File: src/common/srsm_pkg.sv
// Constants for the secondary receive slot mapper: register indices,
// field layout, reset values, format codes and buffer sizing.
// Assumes a 32-bit Avalon-MM host and synchronous serial audio pins.
//
// Overview of operation
// Map register bits 7-6 are reserved, read zero, and writes to them are ignored
// Channel 1 enable bit 5: clear takes no input, set feeds DAC channel 1
// Channel 2 enable bit 5: clear disables, set routes its slot to DAC channel 2
// Slot field bits 4-0 name the source slot; TDM uses slots 0 to 31
// I2S or LJ: field values 0 to 15 pick left-half slot 0 to 15
// I2S or LJ: field values 16 to 31 pick right-half slot value minus 16
// Reset: channel 1 map reads 0x00, channel 2 reads 0x01, both disabled
// Channel 3 map register sits at index 0x2A and resets to 0x02
// Channel 3 map has the same layout and feeds DAC channel 3
// Per-channel pin select: clear takes primary data input, set takes second input
// Enabled channel delivers its full slot word once per frame; disabled delivers none
package srsm_pkg;
    // Register indices; byte address is four times the index
    localparam logic [7:0] IDX_PIN_SEL = 8'h27;
    localparam logic [7:0] IDX_CH1_MAP = 8'h28;
    localparam logic [7:0] IDX_CH2_MAP = 8'h29;
    localparam logic [7:0] IDX_CH3_MAP = 8'h2A;
    localparam logic [7:0] IDX_FORMAT = 8'h30;
    localparam logic [7:0] IDX_STATUS = 8'h31;
    // Reset values
    localparam logic [5:0] RST_CH1_MAP = 6'h00;
    localparam logic [5:0] RST_CH2_MAP = 6'h01;
    localparam logic [5:0] RST_CH3_MAP = 6'h02;
    localparam logic [2:0] RST_PIN_SEL = 3'h0;
    localparam logic [1:0] RST_FORMAT = 2'h0;
    // Map register layout
    localparam int MAP_EN_BIT = 5;
    localparam int MAP_SLOT_W = 5;
    localparam int MAP_STORE_W = 6;
    // Channel count and half-frame slot index width
    localparam int NUM_CH = 3;
    localparam int HALF_SLOT_W = 4;
    // Serial format codes
    localparam logic [1:0] FMT_TDM = 2'h0;
    localparam logic [1:0] FMT_I2S = 2'h1;
    localparam logic [1:0] FMT_LJ = 2'h2;
    // Status register fields
    localparam int STAT_OVF_BIT = 0;
    localparam int STAT_PEND_LSB = 1;
    // Defaults for slot width and buffer depth
    localparam int DEF_WORD_LOG2 = 5;
    localparam int DEF_FIFO_DEPTH = 8;
endpackage

File: src/hdl/srsm_top.sv
// Slot mapper for the secondary serial audio receive port, channels 1-3,
// with its Avalon-MM register slave and an output word FIFO.
// Assumes bit clock, frame sync and data pins are synchronous to
// I_REF_CLK and much slower than it.

// Word FIFO with registered storage and honest full and empty
module srsm_fifo #(
    parameter int WIDTH = 34,
    parameter int DEPTH = srsm_pkg::DEF_FIFO_DEPTH
) (
    // Clock and reset
    input wire logic i_clk,
    input wire logic i_rstn,
    // Filling side
    input wire logic i_in_valid,
    input wire logic [WIDTH-1:0] i_in_data,
    output logic o_in_ready,
    // Draining side
    output logic o_out_valid,
    output logic [WIDTH-1:0] o_out_data,
    input wire logic i_out_ready
);
    localparam int AW = $clog2(DEPTH);

    typedef struct packed {
        logic [DEPTH-1:0][WIDTH-1:0] mem;
        logic [AW-1:0] wp;
        logic [AW-1:0] rp;
        logic [AW:0] cnt;
    } srsm_fifo_t;

    srsm_fifo_t st_reg;
    srsm_fifo_t st_next;
    logic push;
    logic pop;

    // Flags and read port
    assign o_in_ready = (st_reg.cnt != (AW+1)'(DEPTH));
    assign o_out_valid = (st_reg.cnt != '0);
    assign o_out_data = st_reg.mem[st_reg.rp];
    assign push = i_in_valid && o_in_ready;
    assign pop = o_out_valid && i_out_ready;

    // Pointer and count update
    always_comb begin
        st_next = st_reg;
        if (push) begin
            st_next.mem[st_reg.wp] = i_in_data;
            st_next.wp = (st_reg.wp == AW'(DEPTH - 1)) ? '0 :
                st_reg.wp + 1'b1;
        end
        if (pop) begin
            st_next.rp = (st_reg.rp == AW'(DEPTH - 1)) ? '0 :
                st_reg.rp + 1'b1;
        end
        if (push && !pop) begin
            st_next.cnt = st_reg.cnt + 1'b1;
        end else if (pop && !push) begin
            st_next.cnt = st_reg.cnt - 1'b1;
        end
    end

    // State register
    always_ff @(posedge i_clk or negedge i_rstn) begin
        if (!i_rstn) begin
            st_reg <= '0;
        end else begin
            st_reg <= st_next;
        end
    end
endmodule

module srsm_top #(
    parameter int WORD_LOG2 = srsm_pkg::DEF_WORD_LOG2,
    parameter int FIFO_DEPTH = srsm_pkg::DEF_FIFO_DEPTH
) (
    // Clock and reset
    input wire logic I_REF_CLK,
    input wire logic I_RSTN,
    // Avalon-MM register slave
    input wire logic [9:0] I_AVS_ADDRESS,
    input wire logic I_AVS_READ,
    input wire logic I_AVS_WRITE,
    input wire logic [31:0] I_AVS_WRITEDATA,
    input wire logic [3:0] I_AVS_BYTEENABLE,
    output logic [31:0] O_AVS_READDATA,
    output logic O_AVS_WAITREQUEST,
    // Serial audio receive pins
    input wire logic I_BCLK,
    input wire logic I_FSYNC,
    input wire logic I_DIN,
    input wire logic I_SECOND_SERIAL_INPUT_PIN,
    // DAC channel word stream
    output logic O_DAC_VALID,
    output logic [1:0] O_DAC_CHANNEL,
    output logic [(1<<WORD_LOG2)-1:0] O_DAC_DATA,
    input wire logic I_DAC_READY
);
    localparam int WORD_W = 1 << WORD_LOG2;
    localparam int IDX_W = WORD_LOG2 + srsm_pkg::MAP_SLOT_W + 1;
    localparam int NCH = srsm_pkg::NUM_CH;
    localparam int FW = WORD_W + 2;

    typedef struct packed {
        logic waitreq;
        logic [31:0] rdata;
        logic [NCH-1:0][srsm_pkg::MAP_STORE_W-1:0] map;
        logic [NCH-1:0] pin_sel;
        logic [1:0] fmt;
        logic ovf;
        logic bclk_d;
        logic fs_d1;
        logic fs_d2;
        logic framed;
        logic [IDX_W-1:0] cnt;
        logic [NCH-1:0][WORD_W-1:0] sh;
        logic [NCH-1:0] pend;
        logic [NCH-1:0][WORD_W-1:0] pdata;
        logic out_valid;
        logic [1:0] out_ch;
        logic [WORD_W-1:0] out_data;
    } srsm_state_t;

    srsm_state_t st_reg;
    srsm_state_t st_next;
    logic fifo_in_valid;
    logic fifo_in_ready;
    logic [FW-1:0] fifo_in_data;
    logic fifo_out_valid;
    logic fifo_out_ready;
    logic [FW-1:0] fifo_out_data;
    logic [1:0] sel;

    // Pending channel word with the lowest channel number goes to the FIFO first
    always_comb begin
        sel = 2'h0;
        for (int k = NCH - 1; k >= 0; k--) begin
            if (st_reg.pend[k]) begin
                sel = 2'(k);
            end
        end
    end

    assign fifo_in_valid = |st_reg.pend;
    assign fifo_in_data = {2'(sel + 2'h1), st_reg.pdata[sel]};
    assign fifo_out_ready = !st_reg.out_valid || I_DAC_READY;

    srsm_fifo #(
        .WIDTH(FW),
        .DEPTH(FIFO_DEPTH)
    ) u_fifo (
        .i_clk(I_REF_CLK),
        .i_rstn(I_RSTN),
        .i_in_valid(fifo_in_valid),
        .i_in_data(fifo_in_data),
        .o_in_ready(fifo_in_ready),
        .o_out_valid(fifo_out_valid),
        .o_out_data(fifo_out_data),
        .i_out_ready(fifo_out_ready)
    );

    // Bus slave, frame tracking, slot capture and output stage
    always_comb begin
        logic [7:0] idx_addr;
        logic [7:0] rd_byte;
        logic rise;
        logic tdm;
        logic eff;
        logic effp;
        logic start;
        logic in_range;
        logic last;
        logic din_bit;
        logic [IDX_W-1:0] idx;
        logic [srsm_pkg::MAP_SLOT_W-1:0] slot;
        logic [srsm_pkg::MAP_SLOT_W-1:0] code;
        logic [WORD_W-1:0] word;
        idx_addr = I_AVS_ADDRESS[9:2];
        rd_byte = 8'h00;
        rise = I_BCLK && !st_reg.bclk_d;
        tdm = (st_reg.fmt != srsm_pkg::FMT_I2S) &&
            (st_reg.fmt != srsm_pkg::FMT_LJ);
        eff = 1'b0;
        effp = 1'b0;
        start = 1'b0;
        in_range = 1'b0;
        last = 1'b0;
        din_bit = 1'b0;
        idx = '0;
        slot = '0;
        code = '0;
        word = '0;
        st_next = st_reg;

        // One wait cycle, then the answer
        st_next.waitreq = !((I_AVS_READ || I_AVS_WRITE) && st_reg.waitreq);
        if (I_AVS_READ && st_reg.waitreq) begin
            unique case (idx_addr)
                srsm_pkg::IDX_PIN_SEL: rd_byte = {5'h00, st_reg.pin_sel};
                srsm_pkg::IDX_CH1_MAP: rd_byte = {2'b00, st_reg.map[0]};
                srsm_pkg::IDX_CH2_MAP: rd_byte = {2'b00, st_reg.map[1]};
                srsm_pkg::IDX_CH3_MAP: rd_byte = {2'b00, st_reg.map[2]};
                srsm_pkg::IDX_FORMAT: rd_byte = {6'h00, st_reg.fmt};
                srsm_pkg::IDX_STATUS: rd_byte = {4'h0, st_reg.pend,
                    st_reg.ovf};
                default: rd_byte = 8'h00;
            endcase
            st_next.rdata = {24'h000000, rd_byte};
        end
        // Writes land at the edge where waitrequest is seen low
        if (I_AVS_WRITE && !st_reg.waitreq && I_AVS_BYTEENABLE[0]) begin
            unique case (idx_addr)
                srsm_pkg::IDX_PIN_SEL:
                    st_next.pin_sel = I_AVS_WRITEDATA[NCH-1:0];
                srsm_pkg::IDX_CH1_MAP: st_next.map[0] = I_AVS_WRITEDATA[5:0];
                srsm_pkg::IDX_CH2_MAP: st_next.map[1] = I_AVS_WRITEDATA[5:0];
                srsm_pkg::IDX_CH3_MAP:
                    st_next.map[2] = I_AVS_WRITEDATA[5:0];
                srsm_pkg::IDX_FORMAT: st_next.fmt = I_AVS_WRITEDATA[1:0];
                srsm_pkg::IDX_STATUS: begin
                    if (I_AVS_WRITEDATA[srsm_pkg::STAT_OVF_BIT]) begin
                        st_next.ovf = 1'b0;
                    end
                end
                default: ;
            endcase
        end

        // Hand the selected pending word to the FIFO
        if (fifo_in_valid && fifo_in_ready) begin
            st_next.pend[sel] = 1'b0;
        end

        // Serial side: act on each bit clock rising edge
        st_next.bclk_d = I_BCLK;
        if (rise) begin
            st_next.fs_d1 = I_FSYNC;
            st_next.fs_d2 = st_reg.fs_d1;
            // I2S left half is frame sync low, one bit late
            if (st_reg.fmt == srsm_pkg::FMT_I2S) begin
                eff = !st_reg.fs_d1;
                effp = !st_reg.fs_d2;
            end else begin
                eff = I_FSYNC;
                effp = st_reg.fs_d1;
            end
            start = tdm ? (eff && !effp) : (eff != effp);
            idx = start ? '0 : st_reg.cnt;
            if (start) begin
                st_next.framed = 1'b1;
            end
            if (idx != '1) begin
                st_next.cnt = idx + 1'b1;
            end
            slot = idx[WORD_LOG2 +: srsm_pkg::MAP_SLOT_W];
            last = &idx[WORD_LOG2-1:0];
            if (tdm) begin
                code = slot;
                in_range = !idx[IDX_W-1];
            end else begin
                // Left half maps to 0-15, right half to 16-31
                code = {!eff, slot[srsm_pkg::HALF_SLOT_W-1:0]};
                in_range = !idx[IDX_W-1] && !slot[srsm_pkg::MAP_SLOT_W-1];
            end
            for (int c = 0; c < NCH; c++) begin
                din_bit = st_reg.pin_sel[c] ?
                    I_SECOND_SERIAL_INPUT_PIN : I_DIN;
                if ((st_reg.framed || start) && in_range &&
                    st_reg.map[c][srsm_pkg::MAP_EN_BIT] &&
                    st_reg.map[c][srsm_pkg::MAP_SLOT_W-1:0] == code) begin
                    word = {st_reg.sh[c][WORD_W-2:0], din_bit};
                    st_next.sh[c] = word;
                    // Whole word once per frame; a full holding slot drops it
                    if (last) begin
                        if (st_next.pend[c]) begin
                            st_next.ovf = 1'b1;
                        end else begin
                            st_next.pend[c] = 1'b1;
                            st_next.pdata[c] = word;
                        end
                    end
                end
            end
        end

        // Output register stage toward the DAC paths
        if (st_reg.out_valid && I_DAC_READY) begin
            st_next.out_valid = 1'b0;
        end
        if (fifo_out_valid && fifo_out_ready) begin
            st_next.out_valid = 1'b1;
            st_next.out_ch = fifo_out_data[FW-1 -: 2];
            st_next.out_data = fifo_out_data[WORD_W-1:0];
        end
    end

    // State register with documented defaults
    always_ff @(posedge I_REF_CLK or negedge I_RSTN) begin
        if (!I_RSTN) begin
            st_reg <= '0;
            st_reg.waitreq <= 1'b1;
            st_reg.map[0] <= srsm_pkg::RST_CH1_MAP;
            st_reg.map[1] <= srsm_pkg::RST_CH2_MAP;
            st_reg.map[2] <= srsm_pkg::RST_CH3_MAP;
            st_reg.pin_sel <= srsm_pkg::RST_PIN_SEL;
            st_reg.fmt <= srsm_pkg::RST_FORMAT;
        end else begin
            st_reg <= st_next;
        end
    end

    // Ports straight from the state register
    assign O_AVS_READDATA = st_reg.rdata;
    assign O_AVS_WAITREQUEST = st_reg.waitreq;
    assign O_DAC_VALID = st_reg.out_valid;
    assign O_DAC_CHANNEL = st_reg.out_ch;
    assign O_DAC_DATA = st_reg.out_data;
endmodule

File: config.mk
export PLATFORM = sky130hd
export DESIGN_NAME = srsm_top
export DESIGN_NICKNAME = d
export VERILOG_FILES = /design/src/common/srsm_pkg.sv /design/src/hdl/srsm_top.sv
export SDC_FILE = /design/constraint.sdc
export NUM_CORES = 1
export LEC_CHECK = 0
export BUFFER_PORTS_ARGS = -buffer_cell sky130_fd_sc_hd__buf_4
export CORE_ASPECT_RATIO = 1.2
export CORE_MARGIN = 4
export CORE_UTILIZATION = 43
export CTS_CLUSTER_SIZE = 30
export DETAILED_ROUTE_END_ITERATION = 8
export GPL_TIMING_DRIVEN = 1
export PLACE_DENSITY = 0.69
export SLEW_MARGIN = 20
export SYNTH_ARGS = -nofsm -noshare
export SYNTH_HDL_FRONTEND = slang
export SYNTH_HIERARCHICAL = 1
export SYNTH_SLANG_ARGS = --single-unit
File: constraint.sdc
create_clock -name I_REF_CLK -period 7.25 [get_ports I_REF_CLK]
set_clock_uncertainty 0.2 [all_clocks]
set_input_delay 0 -clock I_REF_CLK [delete_from_list [all_inputs] [get_ports I_REF_CLK]]
set_output_delay 0 -clock I_REF_CLK [all_outputs]
set_load 0.005 [all_outputs]
**After elaboration in Yosys (flattened, before gate mapping)**

Cells that the tools add are included.

- Register bits: 560
- Word-level logic and storage cells: 184
- Output and inout bits: 68
- Bits of input ports: 55

- Mux-type cells: 62
- Add/subtract/negate cells: 6
- Equal/unequal tests: 17
- Order comparisons: 5
- Bitwise gates (word level): 5
- Reductions and logical operators: 55

Operators with widths:

| operator | number |
|---|---|
| 32-bit two-way mux | 10 |
| 272-bit bitwise mux | 1 |
| 34-bit binary-select mux with 3-bit select | 1 |
| 34-bit demux with 3-bit select | 1 |
| 99-bit two-way mux | 1 |
| 34-bit two-way mux | 2 |
| 32-bit binary-select mux with 2-bit select | 1 |
| 8-bit by 6-bit == test with 1-bit output (second input constant) | 6 |
| 6-bit one-hot mux with 6 select lines | 1 |
| 35-bit two-way mux | 1 |
| 1-bit two-way mux | 31 |
| 8-bit AND reduction | 3 |
| 1-bit logical AND | 22 |
| 2-bit AND reduction | 10 |
| 5-bit == test | 3 |
| 1-bit zero test | 12 |
| 11-bit by 1-bit adder with 11-bit output (second input constant) | 1 |
| 11-bit two-way mux | 1 |
| 11-bit != test (second input constant) | 1 |
| 5-bit two-way mux | 2 |
| 3-bit two-way mux | 3 |
| 3-bit by 4-bit < comparator with 1-bit output (second input constant) | 2 |
| 4-bit two-way mux | 2 |
| 3-bit by 1-bit adder with 3-bit output (second input constant) | 2 |
| other kinds (22) | 30 |

**Depth between registers and ports, before layout**

- Word-level depth: 22
- Mapped depth: 18
- Depth with buffers taken out: 15

**Hierarchy**

Netlist, hierarchy kept.

By module, submodules not included:

| module | cells an instance | instances | seq. area each (um^2) | area each (um^2) |
|---|---|---|---|---|
| srsm_fifo | 758 | 1 | 7,056.8 | 12,973.7 |
| srsm_top | 937 | 1 | 6,835.3 | 12,199.2 |

**Worst setup path before layout**

No wires, ideal clock.

- Path type: flip-flop to flip-flop
- Start: reg, netlist name st_reg[246]
- End: reg, netlist name st_reg[233]
- Path slack: 3,646 ps
- Cell stages (with the launch flop): 16
- Clock period less this slack: 3,604 ps
- Data required time: 6,967 ps
- Arrival: 3,321 ps
- Setup time: 83 ps
- Buffers on the path: 1
- Path through: dfrtp_1 -> ha_1 -> nand2b_1 -> nand2_1 -> ha_1 -> and2b_1 -> or2_2 -> clkbuf_1 -> and2_1 -> ha_1 -> o2111ai_2 -> nor2_1 -> and3_1 -> a31o_2 -> or4_1 -> o21ai_0

==> summary.txt <==
Clocking
  – Post-cts sizing count: 0
  – Num CTS Buffers: 55
  – # Post-CTS Setup Buffers: 0
  – CTS tree: yes
  – Worst skew pair latency: 600 ps
  – Deepest clock path buffer count: 3
  – Root Buffer: clkbuf_16
  – Clock Sinks: 555
  – Worst-path clk slew: 60 ps
  – H-tree depth: 2

Outcome
  – Status: finished clean

Final layout
  – Util after Layout: 49.1%
  – Max FFs per register: 282
  – Area grow syn2layout: 12.2%
  – Share of cells above drive strength 1: 43.7%
  – Layout Cells excl Fill: 2529
  – Post-layout nets: 1818

Setup path
  – Crit path max-delay family: simple AND/OR/NAND/NOR gates
  – CP Buf/Inv Count: 2
  – CP endpoint kind: flop
  – Worst EP arrival: 4530 ps
  – Crit-path slowest cell: nor2_1
  – FF-to-FF path depth: 13
  – Slowest stage delay, CP: 660 ps
  – Instance count on the critical path: 13
  – Cell Chain, Critical Path: inv_1 -> ha_1 -> nand2b_1 -> nand2_1 -> ha_1 -> and2b_1 -> nor2_1 -> nor2_1 -> o32ai_1 -> nand4_1 -> nor4_4 -> buf_4 -> mux2_2
  – Worst EP required: 7520 ps
  – CP Launch Type: flop
  – Critical path class: flop to flop
  – Crit Path Max Fanout: 32

GRT
  – Total GRT Usage: 16.1%
  – Largest net degree at the start of global routing: 181
  – Total grt overflow: 0
  – Number of global-route vias before repair: 14900
  – Initial antenna violation count: 1
  – First-pass GRT wire length: 82100 µm

Synthesis
  – Post-Syn Area: 25200 µm²
  – Main flop type after synthesis: dfrtp_1
  – Number of flops mapped to enable cells by yosys: 0
  – Synthesized area per cell: 14.9 µm²
  – Synth warn: 6
  – Cells after Synth: 1695
  – Seq/Total Area, Yosys: 55.2%
  – Flops & latches, synth: 555
  – Asr flop ratio synth: 100%
  – Distinct cells, synth: 69

STA
  – Final setup vio count: 0
  – Post-route minimum period: 4260 ps
  – Worst-Margin Slew: 1150 ps
  – Sum Neg Setup Slack: 0 ps
  – Final hold violation count: 0
  – Max Transition Viols Final: 0
  – Slew HR: 22.6%
  – Fmax: 0.235 GHz
  – Crit share post-route: 58.7%
  – RSZ-0062 raised after global routing: false

Placed design
  – Port buffer count: 65
  – DP Wirelength: 29400 µm
  – Placed insts: 2382
  – Placer congestion estimate: 0.768

Routing
  – DRC Markers: 0
  – Initial DRC Count: 718
  – Total number of vias: 13600
  – Final ANT Viol Nets: 0
  – TritonRoute pass-1 iters: 6
  – WL per Instance: 19.6 µm
  – Vias per inst: 5.38
  – Final wirelength: 49600 µm

Die
  – Rows: 96
  – Die Area: 62500 µm²
  – Initial core utilization: 43.8%
  – Io pins: 123
  – Core region area: 57500 µm²
  – Die height: 273 µm
  – Die Wd: 229 µm

Job
  – Max-cap violations: 0

Power
  – Static Leak: 0.0137 µW
  – Pwr Density: 240 nW/µm²
  – Worst VDD drop: 149 µV

Worst hold path
  – Worst hold stages: 3
  – Worst hold path type: input pin to flop
worst register-to-register path, cell delays in order, from the launching register on:
cell      delay [ps]
dfrtp_1          390
inv_1             60
ha_1             200
nand2b_1         140
nand2_1           60
ha_1             260
and2b_1          260
nor2_1           660
nor2_1           110
o32ai_1          270
nand4_1          350
nor4_4           310
buf_4            450
mux2_2           400
placed cells by master, fill, tap and decap left out, types with 15 or more instances in the layout:
cell | synthesis | routed
mux2_4 | 30 | 30
dlygate4sd3_1 | 0 | 45
clkbuf_1 | 37 | 15
conb_1 | 1 | 26
o21ai_0 | 51 | 50
a21oi_1 | 16 | 16
clkbuf_8 | 3 | 15
mux4_2 | 68 | 68
mux2i_1 | 41 | 41
mux2_1 | 49 | 49
buf_4 | 69 | 83
dfrtp_1 | 552 | 550
nor2_1 | 26 | 23
nand2_1 | 72 | 71
clkbuf_16 | 0 | 57
mux2_2 | 483 | 483
per-layer routing:
metal	share of wire (%)	track usage, %	vias up	wire [µm]
met5	0	0	-	0
met4	2.2	4.18	0	1070
met3	3.0	2.54	60	1510
met2	51	28.4	181	25300
met1	44	20.9	7189	21600
li1	-	-	6173	-
power breakdown:
group	leakage (µW)	switching, µW	internal, µW
clock	0.000909	1190	1700
combinational	0.00508	342	286
sequential	0.00771	127	3130
synthesized netlist by cell type, drive strengths merged, types with 4 or more instances:
| library cell | n | area share (%) |
|---|---|---|
| mux2 | 562 | 26 |
| dfrtp | 552 | 55 |
| buf | 119 | 3.4 |
| nand2 | 72 | 1.1 |
| mux4 | 68 | 6.1 |
| o21ai | 55 | 1.1 |
| mux2i | 41 | 1.6 |
| clkbuf | 40 | 0.72 |
| nor2 | 27 | 0.41 |
| a21oi | 16 | 0.32 |
| ha | 12 | 0.60 |
| xnor2 | 12 | 0.42 |
| nand3 | 11 | 0.24 |
| inv | 10 | 0.15 |
| nand2b | 8 | 0.20 |
| nor3 | 7 | 0.16 |
| nand4 | 6 | 0.21 |
| a21o | 5 | 0.15 |
| and2 | 5 | 0.12 |
| nor4 | 5 | 0.23 |
| a31oi | 4 | 0.099 |
| nor2b | 4 | 0.099 |
| o31ai | 4 | 0.12 |
| or4 | 4 | 0.12 |
kinds of logic (layout without fill, tap and decap cells):
| family | count (synthesis) | count (layout) | synth area share, % |
|---|---|---|---|
| AO/OA/AOI/OAI | 101 | 101 | 2.38 |
| XOR/XNOR | 15 | 15 | 0.522 |
| adder cells (fa/ha/maj) | 13 | 13 | 0.676 |
| buffers and inverters | 169 | 242 | 4.25 |
| flip-flops | 555 | 555 | 55.2 |
| multiplexers | 671 | 671 | 33.3 |
| other | 1 | 27 | 0.0149 |
| AND/OR/NAND/NOR | 170 | 170 | 3.66 |
timing repair:
item,4_1_cts,5_1_grt
hold buffers,46,0
hold endpoints to repair,169,0
setup endpoints to repair,0,0
worst paths after layout:
| check | startpoint | end | slack (ps) |
|---|---|---|---|
| worst min-delay path | I_AVS_WRITEDATA[0] | st_reg[263]$_DFFE_PN0P_ | 50 |
| min in group asynchronous | I_RSTN | u_fifo/st_reg[51]$_DFFE_PN0P_ | 490 |
| max in group asynchronous | I_RSTN | u_fifo/st_reg[4]$_DFFE_PN0P_ | 5440 |
| worst max register to register | st_reg[247]$_DFFE_PN0P_ | st_reg[49]$_DFFE_PN0P_ | 2990 |
| worst max-delay path | st_reg[247]$_DFFE_PN0P_ | st_reg[49]$_DFFE_PN0P_ | 2990 |
| worst min register to register | st_reg[241]$_DFFE_PN0P_ | st_reg[241]$_DFFE_PN0P_ | 270 |
metrics by stage:
stage                     instance area (µm²)  setup slack [ps]  hold slack (ps)  power [µW]
after floorplan                         25300              3650             -496        3740
after global placement                  25900              3090            -70.8        3930
after detailed placement                25900              3020            -68.1        3950
after CTS                               28200              2970             10.4        6890
after global routing                    28200              2600             21.7        7070
final                                   28200              2990             50.8        6780
cell type report:
class | instances | area, µm²
well taps | 735 | 920
flip-flops and latches | 555 | 13900
repair buffers | 132 | 1160
fillers | 4826 | 29300
clock inverters | 13 | 168
diodes | 1 | 2.50
inverters | 10 | 37.5
multi-input cells | 996 | 10400
clock buffers | 87 | 1690
Power figures use the tool's default switching activity.
